[src/verilog/dsrh_pkg.sv]
// shared constants and types for the address and soft-reset register pair
`default_nettype none
package dsrh_pkg;

    // ******************************************************************
    // register offsets
    // ******************************************************************
    localparam logic [7:0] DSRH_OFS_ADDR = 8'h00;
    localparam logic [7:0] DSRH_OFS_RST = 8'h01;
    localparam logic [7:0] DSRH_OFS_STS = 8'h04;

    // ******************************************************************
    // field positions
    // ******************************************************************
    localparam int DSRH_OVR_BIT = 0;
    localparam int DSRH_ADDR_LSB = 1;
    localparam int DSRH_ADDR_MSB = 7;
    localparam int DSRH_LOGIC_RST_BIT = 0;
    localparam int DSRH_FULL_RST_BIT = 1;
    localparam int DSRH_RELOAD_BIT = 2;
    localparam int DSRH_INIT_DONE_BIT = 6;

    // ******************************************************************
    // reset values
    // ******************************************************************
    localparam logic DSRH_OVR_RST = 1'b0;
    localparam logic [6:0] DSRH_SW_ADDR_RST = 7'h00;
    localparam logic [2:0] DSRH_PEND_RST = 3'h0;
    localparam logic [7:0] DSRH_PTR_RST = 8'h00;
    localparam logic [7:0] DSRH_RD_UNMAPPED = 8'h00;

    // ******************************************************************
    // timing
    // ******************************************************************
    localparam int DSRH_CLK_PERIOD_NS = 40;
    localparam int DSRH_ROM_LOAD_NS = 2000;
    localparam int DSRH_RST_PULSE_NS = 200;
    localparam int DSRH_ROM_LOAD_CYC =
        (DSRH_ROM_LOAD_NS + DSRH_CLK_PERIOD_NS - 1) / DSRH_CLK_PERIOD_NS;
    localparam int DSRH_RST_PULSE_CYC =
        (DSRH_RST_PULSE_NS + DSRH_CLK_PERIOD_NS - 1) / DSRH_CLK_PERIOD_NS;

    // ******************************************************************
    // serial target states
    // ******************************************************************
    typedef enum logic [2:0] {
        DSRH_IDLE,
        DSRH_RECV,
        DSRH_ACK_OUT,
        DSRH_SEND,
        DSRH_ACK_IN,
        DSRH_IGNORE
    } dsrh_i2c_state_type;

endpackage
`default_nettype wire

[src/verilog/dsrh_strap_sample.sv]
// strap pin synchroniser and address capture
`default_nettype none
`timescale 1ns/10ps
module dsrh_strap_sample (
    // clock and reset
    input wire logic core_clk,
    input wire logic rst_n,
    // strap pins and recapture request
    input wire logic [6:0] strap_pin,
    input wire logic recapture,
    // captured address
    output logic [6:0] strap_addr_q
);
    import dsrh_pkg::*;

    logic [6:0] meta_q;
    logic [6:0] sync_q;
    logic armed_q;
    logic armed_d;
    logic [6:0] strap_addr_d;

    // two-flop synchroniser, first stage feeds only the second
    always_ff @(posedge core_clk) begin
        meta_q <= strap_pin;
        sync_q <= meta_q;
    end

    // capture once after reset release, again on full soft reset
    always_comb begin
        armed_d = 1'b1;
        strap_addr_d = strap_addr_q;
        if (!armed_q || recapture) begin
            strap_addr_d = sync_q;
        end
    end

    // reset only loads constants; the pin level is caught after release
    always_ff @(posedge core_clk) begin
        if (!rst_n) begin
            armed_q <= 1'b0;
            strap_addr_q <= DSRH_SW_ADDR_RST;
        end else begin
            armed_q <= armed_d;
            strap_addr_q <= strap_addr_d;
        end
    end
endmodule // dsrh_strap_sample
`default_nettype wire

[src/verilog/dsrh_autoload.sv]
// configuration rom auto-load sequencer
`default_nettype none
`timescale 1ns/10ps
module dsrh_autoload (
    // clock and reset
    input wire logic core_clk,
    input wire logic rst_n,
    // restart request
    input wire logic restart,
    // status
    output logic busy_q,
    output logic init_done_q
);
    import dsrh_pkg::*;

    localparam logic [7:0] LOAD_CYC = 8'(DSRH_ROM_LOAD_CYC);

    logic [7:0] cnt_q;
    logic [7:0] cnt_d;
    logic busy_d;
    logic init_done_d;

    // load starts by itself after reset, or on a restart request
    always_comb begin
        cnt_d = cnt_q;
        busy_d = busy_q;
        init_done_d = init_done_q;
        if (restart) begin
            cnt_d = LOAD_CYC;
            busy_d = 1'b1;
            init_done_d = 1'b0;
        end else if (busy_q) begin
            if (cnt_q == 8'h01) begin
                busy_d = 1'b0;
                init_done_d = 1'b1;
            end
            cnt_d = cnt_q - 8'h01;
        end
    end

    always_ff @(posedge core_clk) begin
        if (!rst_n) begin
            cnt_q <= LOAD_CYC;
            busy_q <= 1'b1;
            init_done_q <= 1'b0;
        end else begin
            cnt_q <= cnt_d;
            busy_q <= busy_d;
            init_done_q <= init_done_d;
        end
    end
endmodule // dsrh_autoload
`default_nettype wire

[src/verilog/dsrh_regs.sv]
// serial target with own-address and soft-reset registers
`default_nettype none
`timescale 1ns/10ps
module dsrh_regs (
    // clock and reset
    input wire logic core_clk,
    input wire logic nrst,
    // device pins
    input wire logic power_down_pin_n,
    input wire logic [6:0] strap_pin,
    // serial bus, open drain data
    input wire logic scl_pin,
    input wire logic sda_pin_in,
    output logic sda_pin_out,
    output logic sda_pin_oe,
    // to the rest of the device
    output logic [6:0] target_address_field,
    output logic logic_reset,
    output logic cfg_reset,
    output logic rom_load_busy,
    output logic init_done
);
    import dsrh_pkg::*;

    localparam logic [7:0] PULSE_CYC = 8'(DSRH_RST_PULSE_CYC);

    // ******************************************************************
    // pin synchronisers
    // ******************************************************************
    logic pdn_meta_q;
    logic pdn_sync_q;
    logic scl_meta_q;
    logic scl_s_q;
    logic scl_p_q;
    logic sda_meta_q;
    logic sda_s_q;
    logic sda_p_q;
    logic rst_n;

    // power-down pin is a reset too; its sync runs on nrst alone
    always_ff @(posedge core_clk) begin
        if (!nrst) begin
            pdn_meta_q <= 1'b0;
            pdn_sync_q <= 1'b0;
        end else begin
            pdn_meta_q <= power_down_pin_n;
            pdn_sync_q <= pdn_meta_q;
        end
    end

    assign rst_n = nrst & pdn_sync_q;

    // bus lines: two stages, then a history stage for edges
    always_ff @(posedge core_clk) begin
        scl_meta_q <= scl_pin;
        scl_s_q <= scl_meta_q;
        scl_p_q <= scl_s_q;
        sda_meta_q <= sda_pin_in;
        sda_s_q <= sda_meta_q;
        sda_p_q <= sda_s_q;
    end

    logic scl_rise;
    logic scl_fall;
    logic start_evt;
    logic stop_evt;

    // start and stop are data edges while the clock stays high
    assign scl_rise = scl_s_q & ~scl_p_q;
    assign scl_fall = ~scl_s_q & scl_p_q;
    assign start_evt = scl_s_q & scl_p_q & sda_p_q & ~sda_s_q;
    assign stop_evt = scl_s_q & scl_p_q & ~sda_p_q & sda_s_q;

    // ******************************************************************
    // submodules
    // ******************************************************************
    logic [6:0] strap_addr;
    logic full_fire;
    logic reload_fire;

    dsrh_strap_sample dsrh_strap_sample_i (
        .core_clk(core_clk),
        .rst_n(rst_n),
        .strap_pin(strap_pin),
        .recapture(full_fire),
        .strap_addr_q(strap_addr)
    );

    dsrh_autoload dsrh_autoload_i (
        .core_clk(core_clk),
        .rst_n(rst_n),
        .restart(reload_fire),
        .busy_q(rom_load_busy),
        .init_done_q(init_done)
    );

    // ******************************************************************
    // serial target
    // ******************************************************************
    dsrh_i2c_state_type st_q;
    dsrh_i2c_state_type st_d;
    logic [2:0] bitcnt_q;
    logic [2:0] bitcnt_d;
    logic [7:0] shift_q;
    logic [7:0] shift_d;
    logic [7:0] tx_q;
    logic [7:0] tx_d;
    logic [7:0] ptr_q;
    logic [7:0] ptr_d;
    logic full_q;
    logic full_d;
    logic got_addr_q;
    logic got_addr_d;
    logic got_ptr_q;
    logic got_ptr_d;
    logic rd_q;
    logic rd_d;
    logic oe_q;
    logic oe_d;
    logic wr_en_q;
    logic wr_en_d;
    logic [7:0] wr_addr_q;
    logic [7:0] wr_addr_d;
    logic [7:0] wr_data_q;
    logic [7:0] wr_data_d;
    logic [7:0] rdata;

    // byte-wise target: address, pointer, then data with auto-increment
    always_comb begin
        st_d = st_q;
        bitcnt_d = bitcnt_q;
        shift_d = shift_q;
        tx_d = tx_q;
        ptr_d = ptr_q;
        full_d = full_q;
        got_addr_d = got_addr_q;
        got_ptr_d = got_ptr_q;
        rd_d = rd_q;
        oe_d = oe_q;
        wr_en_d = 1'b0;
        wr_addr_d = wr_addr_q;
        wr_data_d = wr_data_q;
        if (start_evt) begin
            st_d = DSRH_RECV;
            bitcnt_d = 3'h0;
            full_d = 1'b0;
            got_addr_d = 1'b0;
            got_ptr_d = 1'b0;
            oe_d = 1'b0;
        end else if (stop_evt) begin
            st_d = DSRH_IDLE;
            oe_d = 1'b0;
        end else begin
            case (st_q)
                DSRH_RECV: begin
                    if (scl_rise) begin
                        shift_d = {shift_q[6:0], sda_s_q};
                        bitcnt_d = bitcnt_q + 3'h1;
                        full_d = (bitcnt_q == 3'h7);
                    end else if (scl_fall && full_q) begin
                        full_d = 1'b0;
                        oe_d = 1'b1;
                        st_d = DSRH_ACK_OUT;
                        if (!got_addr_q) begin
                            // answer only the address in use
                            if (shift_q[7:1] == target_address_field) begin
                                got_addr_d = 1'b1;
                                rd_d = shift_q[0];
                            end else begin
                                oe_d = 1'b0;
                                st_d = DSRH_IGNORE;
                            end
                        end else if (!got_ptr_q) begin
                            got_ptr_d = 1'b1;
                            ptr_d = shift_q;
                        end else begin
                            wr_en_d = 1'b1;
                            wr_addr_d = ptr_q;
                            wr_data_d = shift_q;
                            ptr_d = ptr_q + 8'h01;
                        end
                    end
                end
                DSRH_ACK_OUT: begin
                    if (scl_fall) begin
                        bitcnt_d = 3'h0;
                        if (rd_q) begin
                            tx_d = rdata;
                            ptr_d = ptr_q + 8'h01;
                            oe_d = ~rdata[7];
                            st_d = DSRH_SEND;
                        end else begin
                            oe_d = 1'b0;
                            st_d = DSRH_RECV;
                        end
                    end
                end
                DSRH_SEND: begin
                    if (scl_fall) begin
                        if (bitcnt_q == 3'h7) begin
                            oe_d = 1'b0;
                            full_d = 1'b0;
                            st_d = DSRH_ACK_IN;
                        end else begin
                            bitcnt_d = bitcnt_q + 3'h1;
                            tx_d = {tx_q[6:0], 1'b0};
                            oe_d = ~tx_q[6];
                        end
                    end
                end
                DSRH_ACK_IN: begin
                    // controller ack low means another byte is wanted
                    if (scl_rise) begin
                        if (sda_s_q) begin
                            st_d = DSRH_IGNORE;
                        end else begin
                            full_d = 1'b1;
                        end
                    end else if (scl_fall && full_q) begin
                        full_d = 1'b0;
                        bitcnt_d = 3'h0;
                        tx_d = rdata;
                        ptr_d = ptr_q + 8'h01;
                        oe_d = ~rdata[7];
                        st_d = DSRH_SEND;
                    end
                end
                DSRH_IDLE: begin
                    oe_d = 1'b0;
                end
                DSRH_IGNORE: begin
                    oe_d = 1'b0;
                end
                default: begin
                    st_d = DSRH_IDLE;
                    oe_d = 1'b0;
                end
            endcase
        end
    end

    always_ff @(posedge core_clk) begin
        if (!rst_n) begin
            st_q <= DSRH_IDLE;
            bitcnt_q <= 3'h0;
            shift_q <= DSRH_PTR_RST;
            tx_q <= DSRH_PTR_RST;
            ptr_q <= DSRH_PTR_RST;
            full_q <= 1'b0;
            got_addr_q <= 1'b0;
            got_ptr_q <= 1'b0;
            rd_q <= 1'b0;
            oe_q <= 1'b0;
            wr_en_q <= 1'b0;
            wr_addr_q <= DSRH_PTR_RST;
            wr_data_q <= DSRH_PTR_RST;
        end else begin
            st_q <= st_d;
            bitcnt_q <= bitcnt_d;
            shift_q <= shift_d;
            tx_q <= tx_d;
            ptr_q <= ptr_d;
            full_q <= full_d;
            got_addr_q <= got_addr_d;
            got_ptr_q <= got_ptr_d;
            rd_q <= rd_d;
            oe_q <= oe_d;
            wr_en_q <= wr_en_d;
            wr_addr_q <= wr_addr_d;
            wr_data_q <= wr_data_d;
        end
    end

    // open drain: the line is only ever pulled low
    assign sda_pin_oe = oe_q;
    assign sda_pin_out = 1'b0;

    // ******************************************************************
    // registers and soft resets
    // ******************************************************************
    logic ovr_q;
    logic ovr_d;
    logic [6:0] sw_addr_q;
    logic [6:0] sw_addr_d;
    logic [2:0] pend_q;
    logic [2:0] pend_d;
    logic [6:0] tgt_d;
    logic [7:0] lrst_cnt_q;
    logic [7:0] lrst_cnt_d;
    logic [7:0] crst_cnt_q;
    logic [7:0] crst_cnt_d;
    logic lrst_q;
    logic crst_q;
    logic fire;

    // resets wait for stop so the triggering write still gets its ack
    assign fire = stop_evt & (pend_q != DSRH_PEND_RST);
    assign full_fire = fire & pend_q[DSRH_FULL_RST_BIT];
    assign reload_fire = (fire & pend_q[DSRH_RELOAD_BIT]) | full_fire;

    // read mux; unmapped offsets and reserved bits read zero
    always_comb begin
        rdata = DSRH_RD_UNMAPPED;
        case (ptr_q)
            DSRH_OFS_ADDR: rdata = {target_address_field, ovr_q};
            DSRH_OFS_RST: rdata = {5'h00, pend_q};
            DSRH_OFS_STS: rdata[DSRH_INIT_DONE_BIT] = init_done;
            default: rdata = DSRH_RD_UNMAPPED;
        endcase
    end

    always_comb begin
        ovr_d = ovr_q;
        sw_addr_d = sw_addr_q;
        pend_d = pend_q;
        lrst_cnt_d = lrst_cnt_q;
        crst_cnt_d = crst_cnt_q;
        if (lrst_cnt_q != 8'h00) begin
            lrst_cnt_d = lrst_cnt_q - 8'h01;
        end
        if (crst_cnt_q != 8'h00) begin
            crst_cnt_d = crst_cnt_q - 8'h01;
        end
        // fired triggers clear themselves
        if (fire) begin
            pend_d = DSRH_PEND_RST;
            if (pend_q[DSRH_LOGIC_RST_BIT] || pend_q[DSRH_FULL_RST_BIT]) begin
                lrst_cnt_d = PULSE_CYC;
            end
        end
        if (full_fire) begin
            ovr_d = DSRH_OVR_RST;
            sw_addr_d = DSRH_SW_ADDR_RST;
            crst_cnt_d = PULSE_CYC;
        end
        if (wr_en_q && wr_addr_q == DSRH_OFS_ADDR) begin
            ovr_d = wr_data_q[DSRH_OVR_BIT];
            // field takes the write only with override selected
            if (wr_data_q[DSRH_OVR_BIT]) begin
                sw_addr_d = wr_data_q[DSRH_ADDR_MSB:DSRH_ADDR_LSB];
            end
        end
        // write one to set, zero has no effect, upper bits dropped
        if (wr_en_q && wr_addr_q == DSRH_OFS_RST) begin
            pend_d = pend_d | wr_data_q[2:0];
        end
    end

    // address in use: strap unless override selected
    assign tgt_d = ovr_d ? sw_addr_d : strap_addr;

    always_ff @(posedge core_clk) begin
        if (!rst_n) begin
            ovr_q <= DSRH_OVR_RST;
            sw_addr_q <= DSRH_SW_ADDR_RST;
            pend_q <= DSRH_PEND_RST;
            lrst_cnt_q <= 8'h00;
            crst_cnt_q <= 8'h00;
            lrst_q <= 1'b0;
            crst_q <= 1'b0;
            target_address_field <= DSRH_SW_ADDR_RST;
        end else begin
            ovr_q <= ovr_d;
            sw_addr_q <= sw_addr_d;
            pend_q <= pend_d;
            lrst_cnt_q <= lrst_cnt_d;
            crst_cnt_q <= crst_cnt_d;
            lrst_q <= (lrst_cnt_d != 8'h00);
            crst_q <= (crst_cnt_d != 8'h00);
            target_address_field <= tgt_d;
        end
    end

    assign logic_reset = lrst_q;
    assign cfg_reset = crst_q;
endmodule // dsrh_regs
`default_nettype wire

[config.mk]
export PLATFORM = sky130hd
export DESIGN_NAME = dsrh_regs
export DESIGN_NICKNAME = d
export VERILOG_FILES = /design/src/verilog/dsrh_pkg.sv /design/src/verilog/dsrh_strap_sample.sv /design/src/verilog/dsrh_autoload.sv /design/src/verilog/dsrh_regs.sv
export SDC_FILE = /design/constraint.sdc
export NUM_CORES = 1
export LEC_CHECK = 0
export ABC_AREA = 1
export BUFFER_PORTS_ARGS = -buffer_cell sky130_fd_sc_hd__buf_2
export CAP_MARGIN = 30
export CORE_UTILIZATION = 55
export DETAILED_ROUTE_END_ITERATION = 12
export GPL_TIMING_DRIVEN = 0
export PLACE_DENSITY = 0.76
export REMOVE_ABC_BUFFERS = 1
export SYNTH_ARGS = -nofsm -noshare
export SYNTH_HDL_FRONTEND = slang
export SYNTH_SLANG_ARGS = --single-unit
[constraint.sdc]
create_clock -name core_clk -period 1.5 [get_ports core_clk]
set_input_delay 0 -clock core_clk [delete_from_list [all_inputs] [get_ports core_clk]]
set_output_delay 0 -clock core_clk [all_outputs]
set_load 0.005 [all_outputs]
==> tab_implementation.tex, run 1 <==
\begin{tabular}{lr}
\hline
Metric & Value \\
\hline
\multicolumn{2}{l}{\textbf{STA}} \\
RSZ-0062 raised after global routing & yes \\
Worst setup margin & -128 ps \\
Total count of hold-check failures in the final report & 0 \\
Final worst path period share & 109\% \\
Fin Hold WS & 100 ps \\
Max Transition Viols Final & 0 \\
Worst Skew & 9.06 ps \\
Fmax & 614 MHz \\
Minimum period implied by the final worst setup slack & 1630 ps \\
Worst-margin pin slew & 572 ps \\
Tightest slew margin relative to the limit & 61.8\% \\
Setup-violating endpoint count in the final report & 48 \\
\multicolumn{2}{l}{\textbf{Global route}} \\
GRT Total Usage & 29.7\% \\
Grt total ovfl & 0 \\
Antenna violations before repair & 0 \\
Vias in the first global route & 5352 \\
First-pass GRT wire length & 25400 um \\
Maximum number of pins on one net before global-route repair & 37 \\
\multicolumn{2}{l}{\textbf{Clocking}} \\
Clock transition at the registers of the reported paths & 60 ps \\
Number of levels the H-tree was split into & 4 \\
CTS tree & done \\
TritonCTS Buffers & 17 \\
Library cell used as clock root buffer & clkbuf\_8 \\
Clock latency on the worst-skew pair & 540 ps \\
Number of clock sinks & 127 \\
CTS max path bufs & 2 \\
\multicolumn{2}{l}{\textbf{Synthesis}} \\
YS warnings & 0 \\
Post-synth EDFFs & 0 \\
Share of the synthesized area in the top cell type & 43.9\% \\
Library cell occupying the most area in the post-synthesis netlist & dfxtp\_1 \\
Distinct cells, synth & 43 \\
Primary FF master, synth & dfxtp\_1 \\
Netlist Area Pre-Place & 5800 sq um \\
Post-Synthesis Cells & 797 \\
Post-Synthesis Mean Instance Area & 7.27 sq um \\
Sequential fraction of the synthesis area & 43.9\% \\
Fraction of registers with async set or reset after synthesis & 0\% \\
Register bit count reported by yosys & 127 \\
Biggest area contributors in the synthesized netlist & dfxtp\_1 44\%, nand2\_1 12\%, nor2\_1 6.3\% \\
\multicolumn{2}{l}{\textbf{Final layout}} \\
Fill count & 658 \\
Post-layout util & 78.1\% \\
P\&R area growth vs syn & 38.6\% \\
Commonest non-fill, non-tap cell in the layout & nand2\_1 \\
Final cell area excluding filler cells & 8030 sq um \\
Number of antenna cells inserted & 0 \\
Layout cell share with drive strength beyond 1 & 32.6\% \\
\# nets final & 912 \\
Most frequent cells in the layout & 151 x nand2\_1, 111 x dfxtp\_1, 77 x nor2\_1, 72 x inv\_1, 58 x a21oi\_1 \\
\multicolumn{2}{l}{\textbf{Worst setup path}} \\
Worst Path Max Fanout & 8 \\
Crit-path slowest cell & dfxtp\_4 \\
Critical path launch point & st\_q[2] \\
Critical path's largest stage delay & 360 ps \\
Number of buffers and inverters on the critical path & 3 \\
Cell-by-cell trace of the critical path & inv\_4 > nand2\_4 > nor2\_4 > inv\_4 > nor2\_8 > nand3\_4 > inv\_8 > o21ai\_1 > a21oi\_1 \\
Cell family with the largest share of critical-path delay & simple AND/OR/NAND/NOR gates \\
Startpoint-to-endpoint class of the critical path & reg -> reg \\
Crit end category & flip-flop \\
Launch point of the worst reg-to-reg path & st\_q[2] \\
Data arrival time of the critical path & 2090 ps \\
Most frequent cell on the critical path & inv\_4 \\
Worst setup slack for register-to-register paths & -130 ps \\
CP startpoint kind & flip-flop \\
CP required & 1960 ps \\
\multicolumn{2}{l}{\textbf{Drt}} \\
Count of TritonRoute iterations in the first routing pass & 5 \\
Total via count after detailed routing & 5732 \\
Number of remaining DRC errors & 0 \\
Final wirelength & 16700 um \\
Number of DRC markers in iteration 0 & 540 \\
Wire length the detailed router placed on met1 & 6860 um \\
DR WL met3 & 1340 um \\
Number of vias per cell & 5.52 \\
Top routing layer in use & met4 \\
Sum of met2 wire segment lengths after detailed routing & 8080 um \\
Per-cell routed wire length & 16.1 um \\
Detail Route Antenna Nets & 0 \\
\multicolumn{2}{l}{\textbf{Floorplan}} \\
Row Count & 37 \\
I/O pin count & 25 \\
Initial Utilization & 56.4\% \\
Horizontal die dimension & 105 um \\
CORE AREA & 10300 sq um \\
Die outline area & 11000 sq um \\
Die span in y & 105 um \\
\multicolumn{2}{l}{\textbf{Run}} \\
Number of max-cap violations & 0 \\
\multicolumn{2}{l}{\textbf{Power and ir drop}} \\
Cell area power density & 992 nW/um\^{}2 \\
Peak supply drop & 0.00105 V \\
Leakage power of the design & 3.40 nW \\
Power, Total & 7.97 mW \\
\multicolumn{2}{l}{\textbf{Placement}} \\
Detailed placer's ending HPWL & 9060 um \\
Port Buffer Count & 23 \\
Final Wtd Congestion & 0.865 \\
Setup slack at placement & -719 ps \\
Cell area reported after detailed placement & 6040 sq um \\
\multicolumn{2}{l}{\textbf{Hold path}} \\
Type of the tightest min-delay check & in -> reg \\
Startpoint of the tightest hold check path & strap\_pin[4] \\
\multicolumn{2}{l}{\textbf{Run status}} \\
Result of the run & finished, violations left \\
Violations in the final reports & negative setup slack \\
\hline
\end{tabular}
-- cell type report --
type	count	area, sq um	area share (%)
clock inverters	10	159	1.98
multi-input cells	556	3480	43.4
well taps	136	170	2.12
repair buffers	85	744	9.27
clock buffers	22	463	5.77
repair inverters	1	5.00	0.0623
flip-flops and latches	127	2580	32.1
inverters	101	428	5.33
-- per-layer routing --
| metal | up-vias | track usage [%] |
|---|---|---|
| met5 | - | 0 |
| met4 | 0 | 13.1 |
| met3 | 52 | 8.73 |
| met2 | 269 | 47.9 |
| met1 | 2651 | 36.9 |
| li1 | 2760 | - |
-- where the power goes --
group,total [mW],internal [mW],leakage (nW),switching [mW]
logic,0.202,0.0883,2.06,0.114
clock network,4.34,2.83,0.301,1.51
registers,3.43,3.40,1.04,0.0228
-- synth_stat cells, types with 2 or more instances --
master	instances
a21oi_2	2
clkbuf_1	8
clkinv_1	2
nand2_1	178
buf_6	2
o21ai_1	6
nor2_4	5
nor4_1	2
nand3_2	4
o21ai_2	2
xnor2_1	6
or2_2	2
nand2_4	4
nand3_1	46
o21bai_1	2
inv_1	89
nor3_1	8
buf_2	8
ha_1	11
xor2_1	9
nor3_4	2
nand4_1	11
inv_2	7
nor2_2	4
a21oi_1	73
dfxtp_1	127
nand3b_1	4
nand2_2	5
nor2_1	98
o21ai_0	56
inv_4	2
-- cells by family after synthesis --
logic type,share of synthesized area [%]
adder cells (fa/ha/maj),2.37
XOR/XNOR,2.27
buffers and inverters,8.38
flip-flops,43.9
AO/OA/AOI/OAI,12.9
other,0.0647
AND/OR/NAND/NOR,30.1
-- repair_timing --
item	in CTS	in global routing
pin swaps	34	40
resized for setup	127	132
gates cloned	7	1
hold buffers	12	0
setup endpoints to repair	93	85
hold endpoints to repair	17	0
buffers inserted	35	12
-- final timing paths --
path | endpoint | cells after the start
max | wr_data_q[6] | 9
min | dsrh_strap_sample_i.meta_q[4] | 2
min reg2reg | sda_s_q | 0
max reg2reg | wr_data_q[6] | 9
-- flip-flops by register name, summed over array words and instances, names as in the netlist, 3 cells and up --
| register | flops |
|---|---|
| st_q | 3 |
| wr_addr_q | 8 |
| wr_data_q | 8 |
| lrst_cnt_q | 8 |
| dsrh_strap_sample_i.meta_q | 7 |
| dsrh_strap_sample_i.strap_addr_q | 7 |
| dsrh_autoload_i.cnt_q | 8 |
| tx_q | 7 |
| crst_cnt_q | 8 |
| sw_addr_q | 7 |
| ptr_q | 8 |
| dsrh_strap_sample_i.sync_q | 7 |
| target_address_field | 7 |
| pend_q | 3 |
| bitcnt_q | 3 |
| shift_q | 8 |
-- stage by stage --
| step | setup TNS (ps) | std cells |
|---|---|---|
| 3_5_place_dp | -38900 | 939 |
| 2_1_floorplan | -44310 | 778 |
| 5_1_grt | -6660 | 1038 |
| 6_report | -2190 | 1038 |
| 3_3_place_gp | -125390 | 937 |
| 4_1_cts | -1030 | 1025 |
Note: power is estimated with default switching activity, not from simulation.
==> run 2: changes to the inputs <==
Settings changed: SKIP_CTS_REPAIR_TIMING set to 1, SYNTH_HIERARCHICAL set to 1.
==> run 2 against run 1 <==
Against the previous run:
- the run still ends with negative setup slack left
- cell count grew 4.2%
- via count up 2.8%
- power shrank 5.4%
- synthesized area up 1.4%
- count of clock-buffer cells in the layout down 5
- critical endpoint is now ptr_q[1]
- highest routed layer unchanged
==> tab_implementation.tex, run 2 <==
\begin{tabular}{lr}
\hline
Metric & Value \\
\hline
\multicolumn{2}{l}{\textbf{Worst setup path}} \\
CP startpoint kind & flip-flop \\
Crit end category & flip-flop \\
Data arrival time of the critical path & 2100 ps (about the same) \\
Worst Path Max Fanout & 4 (-4) \\
Startpoint-to-endpoint class of the critical path & reg -> reg \\
CP required & 1960 ps (about the same) \\
\multicolumn{2}{l}{\textbf{STA}} \\
Fin Hold WS & 101 ps (+1.17 ps) \\
Fmax & 609 MHz (-0.81\%) \\
Setup-violating endpoint count in the final report & 50 (+4.2\%) \\
Final worst path period share & 109\% (+0.89 points) \\
Worst Skew & 12.9 ps (+3.81 ps) \\
Worst setup margin & -141 ps (-13.3 ps) \\
Minimum period implied by the final worst setup slack & 1640 ps (+13.3 ps) \\
Max Transition Viols Final & 0 (unchanged) \\
Total count of hold-check failures in the final report & 0 (unchanged) \\
Final total negative setup slack & -3450 ps (-1260 ps) \\
RSZ-0062 raised after global routing & yes \\
\multicolumn{2}{l}{\textbf{Final layout}} \\
Commonest non-fill, non-tap cell in the layout & nand2\_1 \\
Sequential cell area in the final layout & 2570 sq um (-0.24\%) \\
Number of antenna cells inserted & 0 (unchanged) \\
P\&R area growth vs syn & 36.4\% \\
Most frequent cells in the layout & 161 x nand2\_1, 114 x dfxtp\_1, 100 x nor2\_1, 84 x inv\_1, 57 x a21oi\_1 \\
Fill count & 665 (+1.1\%) \\
Layout cell share with drive strength beyond 1 & 31.6\% (-0.99 points) \\
\# nets final & 956 (+4.8\%) \\
Area occupied by multi-input gates & 3420 sq um (-1.8\%) \\
\multicolumn{2}{l}{\textbf{Placement}} \\
Final Wtd Congestion & 0.894 (+3.4\%) \\
Detailed placer's ending HPWL & 9070 um (+0.12\%) \\
Port Buffer Count & 23 (unchanged) \\
Setup slack at placement & -654 ps (+64.2 ps) \\
\multicolumn{2}{l}{\textbf{Floorplan}} \\
Row Count & 37 (unchanged) \\
Horizontal die dimension & 105 um (+0.66\%) \\
Initial Utilization & 56.9\% (+0.51 points) \\
CORE AREA & 10300 sq um (+0.45\%) \\
I/O pin count & 25 (unchanged) \\
Die outline area & 11100 sq um (+1.3\%) \\
Die span in y & 105 um (+0.66\%) \\
\multicolumn{2}{l}{\textbf{Clocking}} \\
CTS tree & done \\
Number of clock sinks & 127 (unchanged) \\
TritonCTS Buffers & 17 (unchanged) \\
Clock latency on the worst-skew pair & 540 ps (about the same) \\
Library cell used as clock root buffer & clkbuf\_8 \\
CTS max path bufs & 2 (unchanged) \\
Clock transition at the registers of the reported paths & 60 ps (about the same) \\
Number of levels the H-tree was split into & 4 (unchanged) \\
\multicolumn{2}{l}{\textbf{Global route}} \\
Maximum number of pins on one net before global-route repair & 36 (-2.7\%) \\
Antenna violations before repair & 0 (unchanged) \\
Vias in the first global route & 4937 (-7.8\%) \\
GRT Total Usage & 24.1\% (-5.6 points) \\
First-pass GRT wire length & 21500 um (-16\%) \\
Grt total ovfl & 0 (unchanged) \\
\multicolumn{2}{l}{\textbf{Synthesis}} \\
Post-Synthesis Mean Instance Area & 7.01 sq um (-3.6\%) \\
Netlist Area Pre-Place & 5870 sq um (+1.4\%) \\
Distinct cells, synth & 42 (-2.3\%) \\
Sequential fraction of the synthesis area & 43.3\% (-0.59 points) \\
Post-Synthesis Cells & 838 (+5.1\%) \\
Top-count cell post-synth & nand2\_1 \\
Library cell occupying the most area in the post-synthesis netlist & dfxtp\_1 \\
Share of the synthesized area in the top cell type & 43.3\% (-0.59 points) \\
Post-synth EDFFs & 0 (unchanged) \\
Fraction of registers with async set or reset after synthesis & 0\% (unchanged) \\
YS warnings & 6 (+6) \\
Primary FF master, synth & dfxtp\_1 \\
Biggest area contributors in the synthesized netlist & dfxtp\_1 43\%, nand2\_1 13\%, nor2\_1 8.1\% \\
Top cells by instance count after synthesis & 203 x nand2\_1, 127 x dfxtp\_1, 126 x nor2\_1, 109 x inv\_1, 64 x a21oi\_1 \\
Register bit count reported by yosys & 127 (unchanged) \\
\multicolumn{2}{l}{\textbf{Drt}} \\
Per-cell routed wire length & 14.7 um (-9.1\%) \\
Number of DRC markers in iteration 0 & 384 (-29\%) \\
Number of vias per cell & 5.45 (-1.3\%) \\
Count of TritonRoute iterations in the first routing pass & 5 (unchanged) \\
Final wirelength & 15900 um (-5.2\%) \\
Detail Route Antenna Nets & 0 (unchanged) \\
Number of remaining DRC errors & 0 (unchanged) \\
Total via count after detailed routing & 5895 (+2.8\%) \\
\multicolumn{2}{l}{\textbf{Run status}} \\
Violations in the final reports & negative setup slack \\
Result of the run & finished, violations left \\
\multicolumn{2}{l}{\textbf{Hold path}} \\
Type of the tightest min-delay check & in -> reg \\
\multicolumn{2}{l}{\textbf{Power and ir drop}} \\
Cell area power density & 941 nW/um\^{}2 (-5.2\%) \\
Leakage power of the design & 3.44 nW (+1.1\%) \\
Peak supply drop & 0.000905 V (-13\%) \\
\multicolumn{2}{l}{\textbf{Run}} \\
Number of max-cap violations & 0 (unchanged) \\
\hline
\end{tabular}
[run 2: cell count changes in the layout (fill, tap and decap cells not counted), sizes merged, moves of 3 or more]
cell	change
nor2	+33
inv	+25
nand2	+24
a21oi	-11
nand3	-11
o21ai	-10
clkbuf	-5
xor2	-4
bufinv	-3
[run 2: area by class of cell]
type	count	area share (%)
Tap cell	136	2.12
Clock inverter	15	1.87
Clock buffer	17	5.17
Timing Repair inverter	2	0.187
Inverter	119	6.34
Timing Repair Buffer	87	9.57
Multi-Input combinational cell	579	42.7
Sequential cell	127	32.1
[run 2: worst paths after layout]
kind,start,endpoint,slack (ps),cells after the start
setup / recovery,scl_s_q,ptr_q[1],-140,9
hold / removal,strap_pin[3],dsrh_strap_sample_i/meta_q[3],100,2
setup reg to reg,scl_s_q,ptr_q[1],-140,9
hold reg to reg,scl_meta_q,scl_s_q,330,0
[run 2: cells by family (layout without fill, tap and decap cells)]
| family | after synthesis | in the layout | share of synthesized area [%] |
|---|---|---|---|
| simple gates | 423 | 426 | 31.6 |
| buf+inv | 135 | 240 | 9.39 |
| compound gates | 128 | 128 | 11.4 |
| flops | 127 | 127 | 43.3 |
| xor+xnor | 13 | 13 | 1.94 |
| fa+ha+maj | 11 | 11 | 2.34 |
| other cells | 1 | 1 | 0.0638 |
[run 2: metal layers]
layer	up-vias	wire length, um	GRT usage (%)
met5	-	0	0
met4	0	591	8.65
met3	65	851	5.44
met2	230	8250	43.4
met1	2750	6170	27.9
li1	2850	-	-
[run 2: worst max-delay path, cell delays in order, from the launching register on]
cell	delay [ps]
dfxtp_4	360
inv_4	60
nand2_4	80
nor2_4	220
nor2_4	80
nor3_4	260
nand2_4	100
buf_6	140
buf_4	130
a21oi_1	140
[run 2: report_power, final]
part	internal (mW)	total (mW)	switching, mW	leakage, nW
clock	2.25	3.93	1.67	0.277
combinational	0.0851	0.188	0.103	2.12
sequential	3.40	3.43	0.0224	1.04
[run 2: metrics by stage]
| stage | total power, mW | std cells | instance area, sq um | utilization (%) |
|---|---|---|---|---|
| detailed placement | 3.62 | 983 | 6120 | 59.3 |
| global route | 7.76 | 1082 | 8020 | 77.6 |
| floorplan | 3.57 | 822 | 5780 | - |
| CTS | 7.49 | 1015 | 6680 | 64.7 |
| finish | 7.54 | 1082 | 8020 | 77.6 |
| global placement | 3.61 | 981 | 6060 | 58.7 |
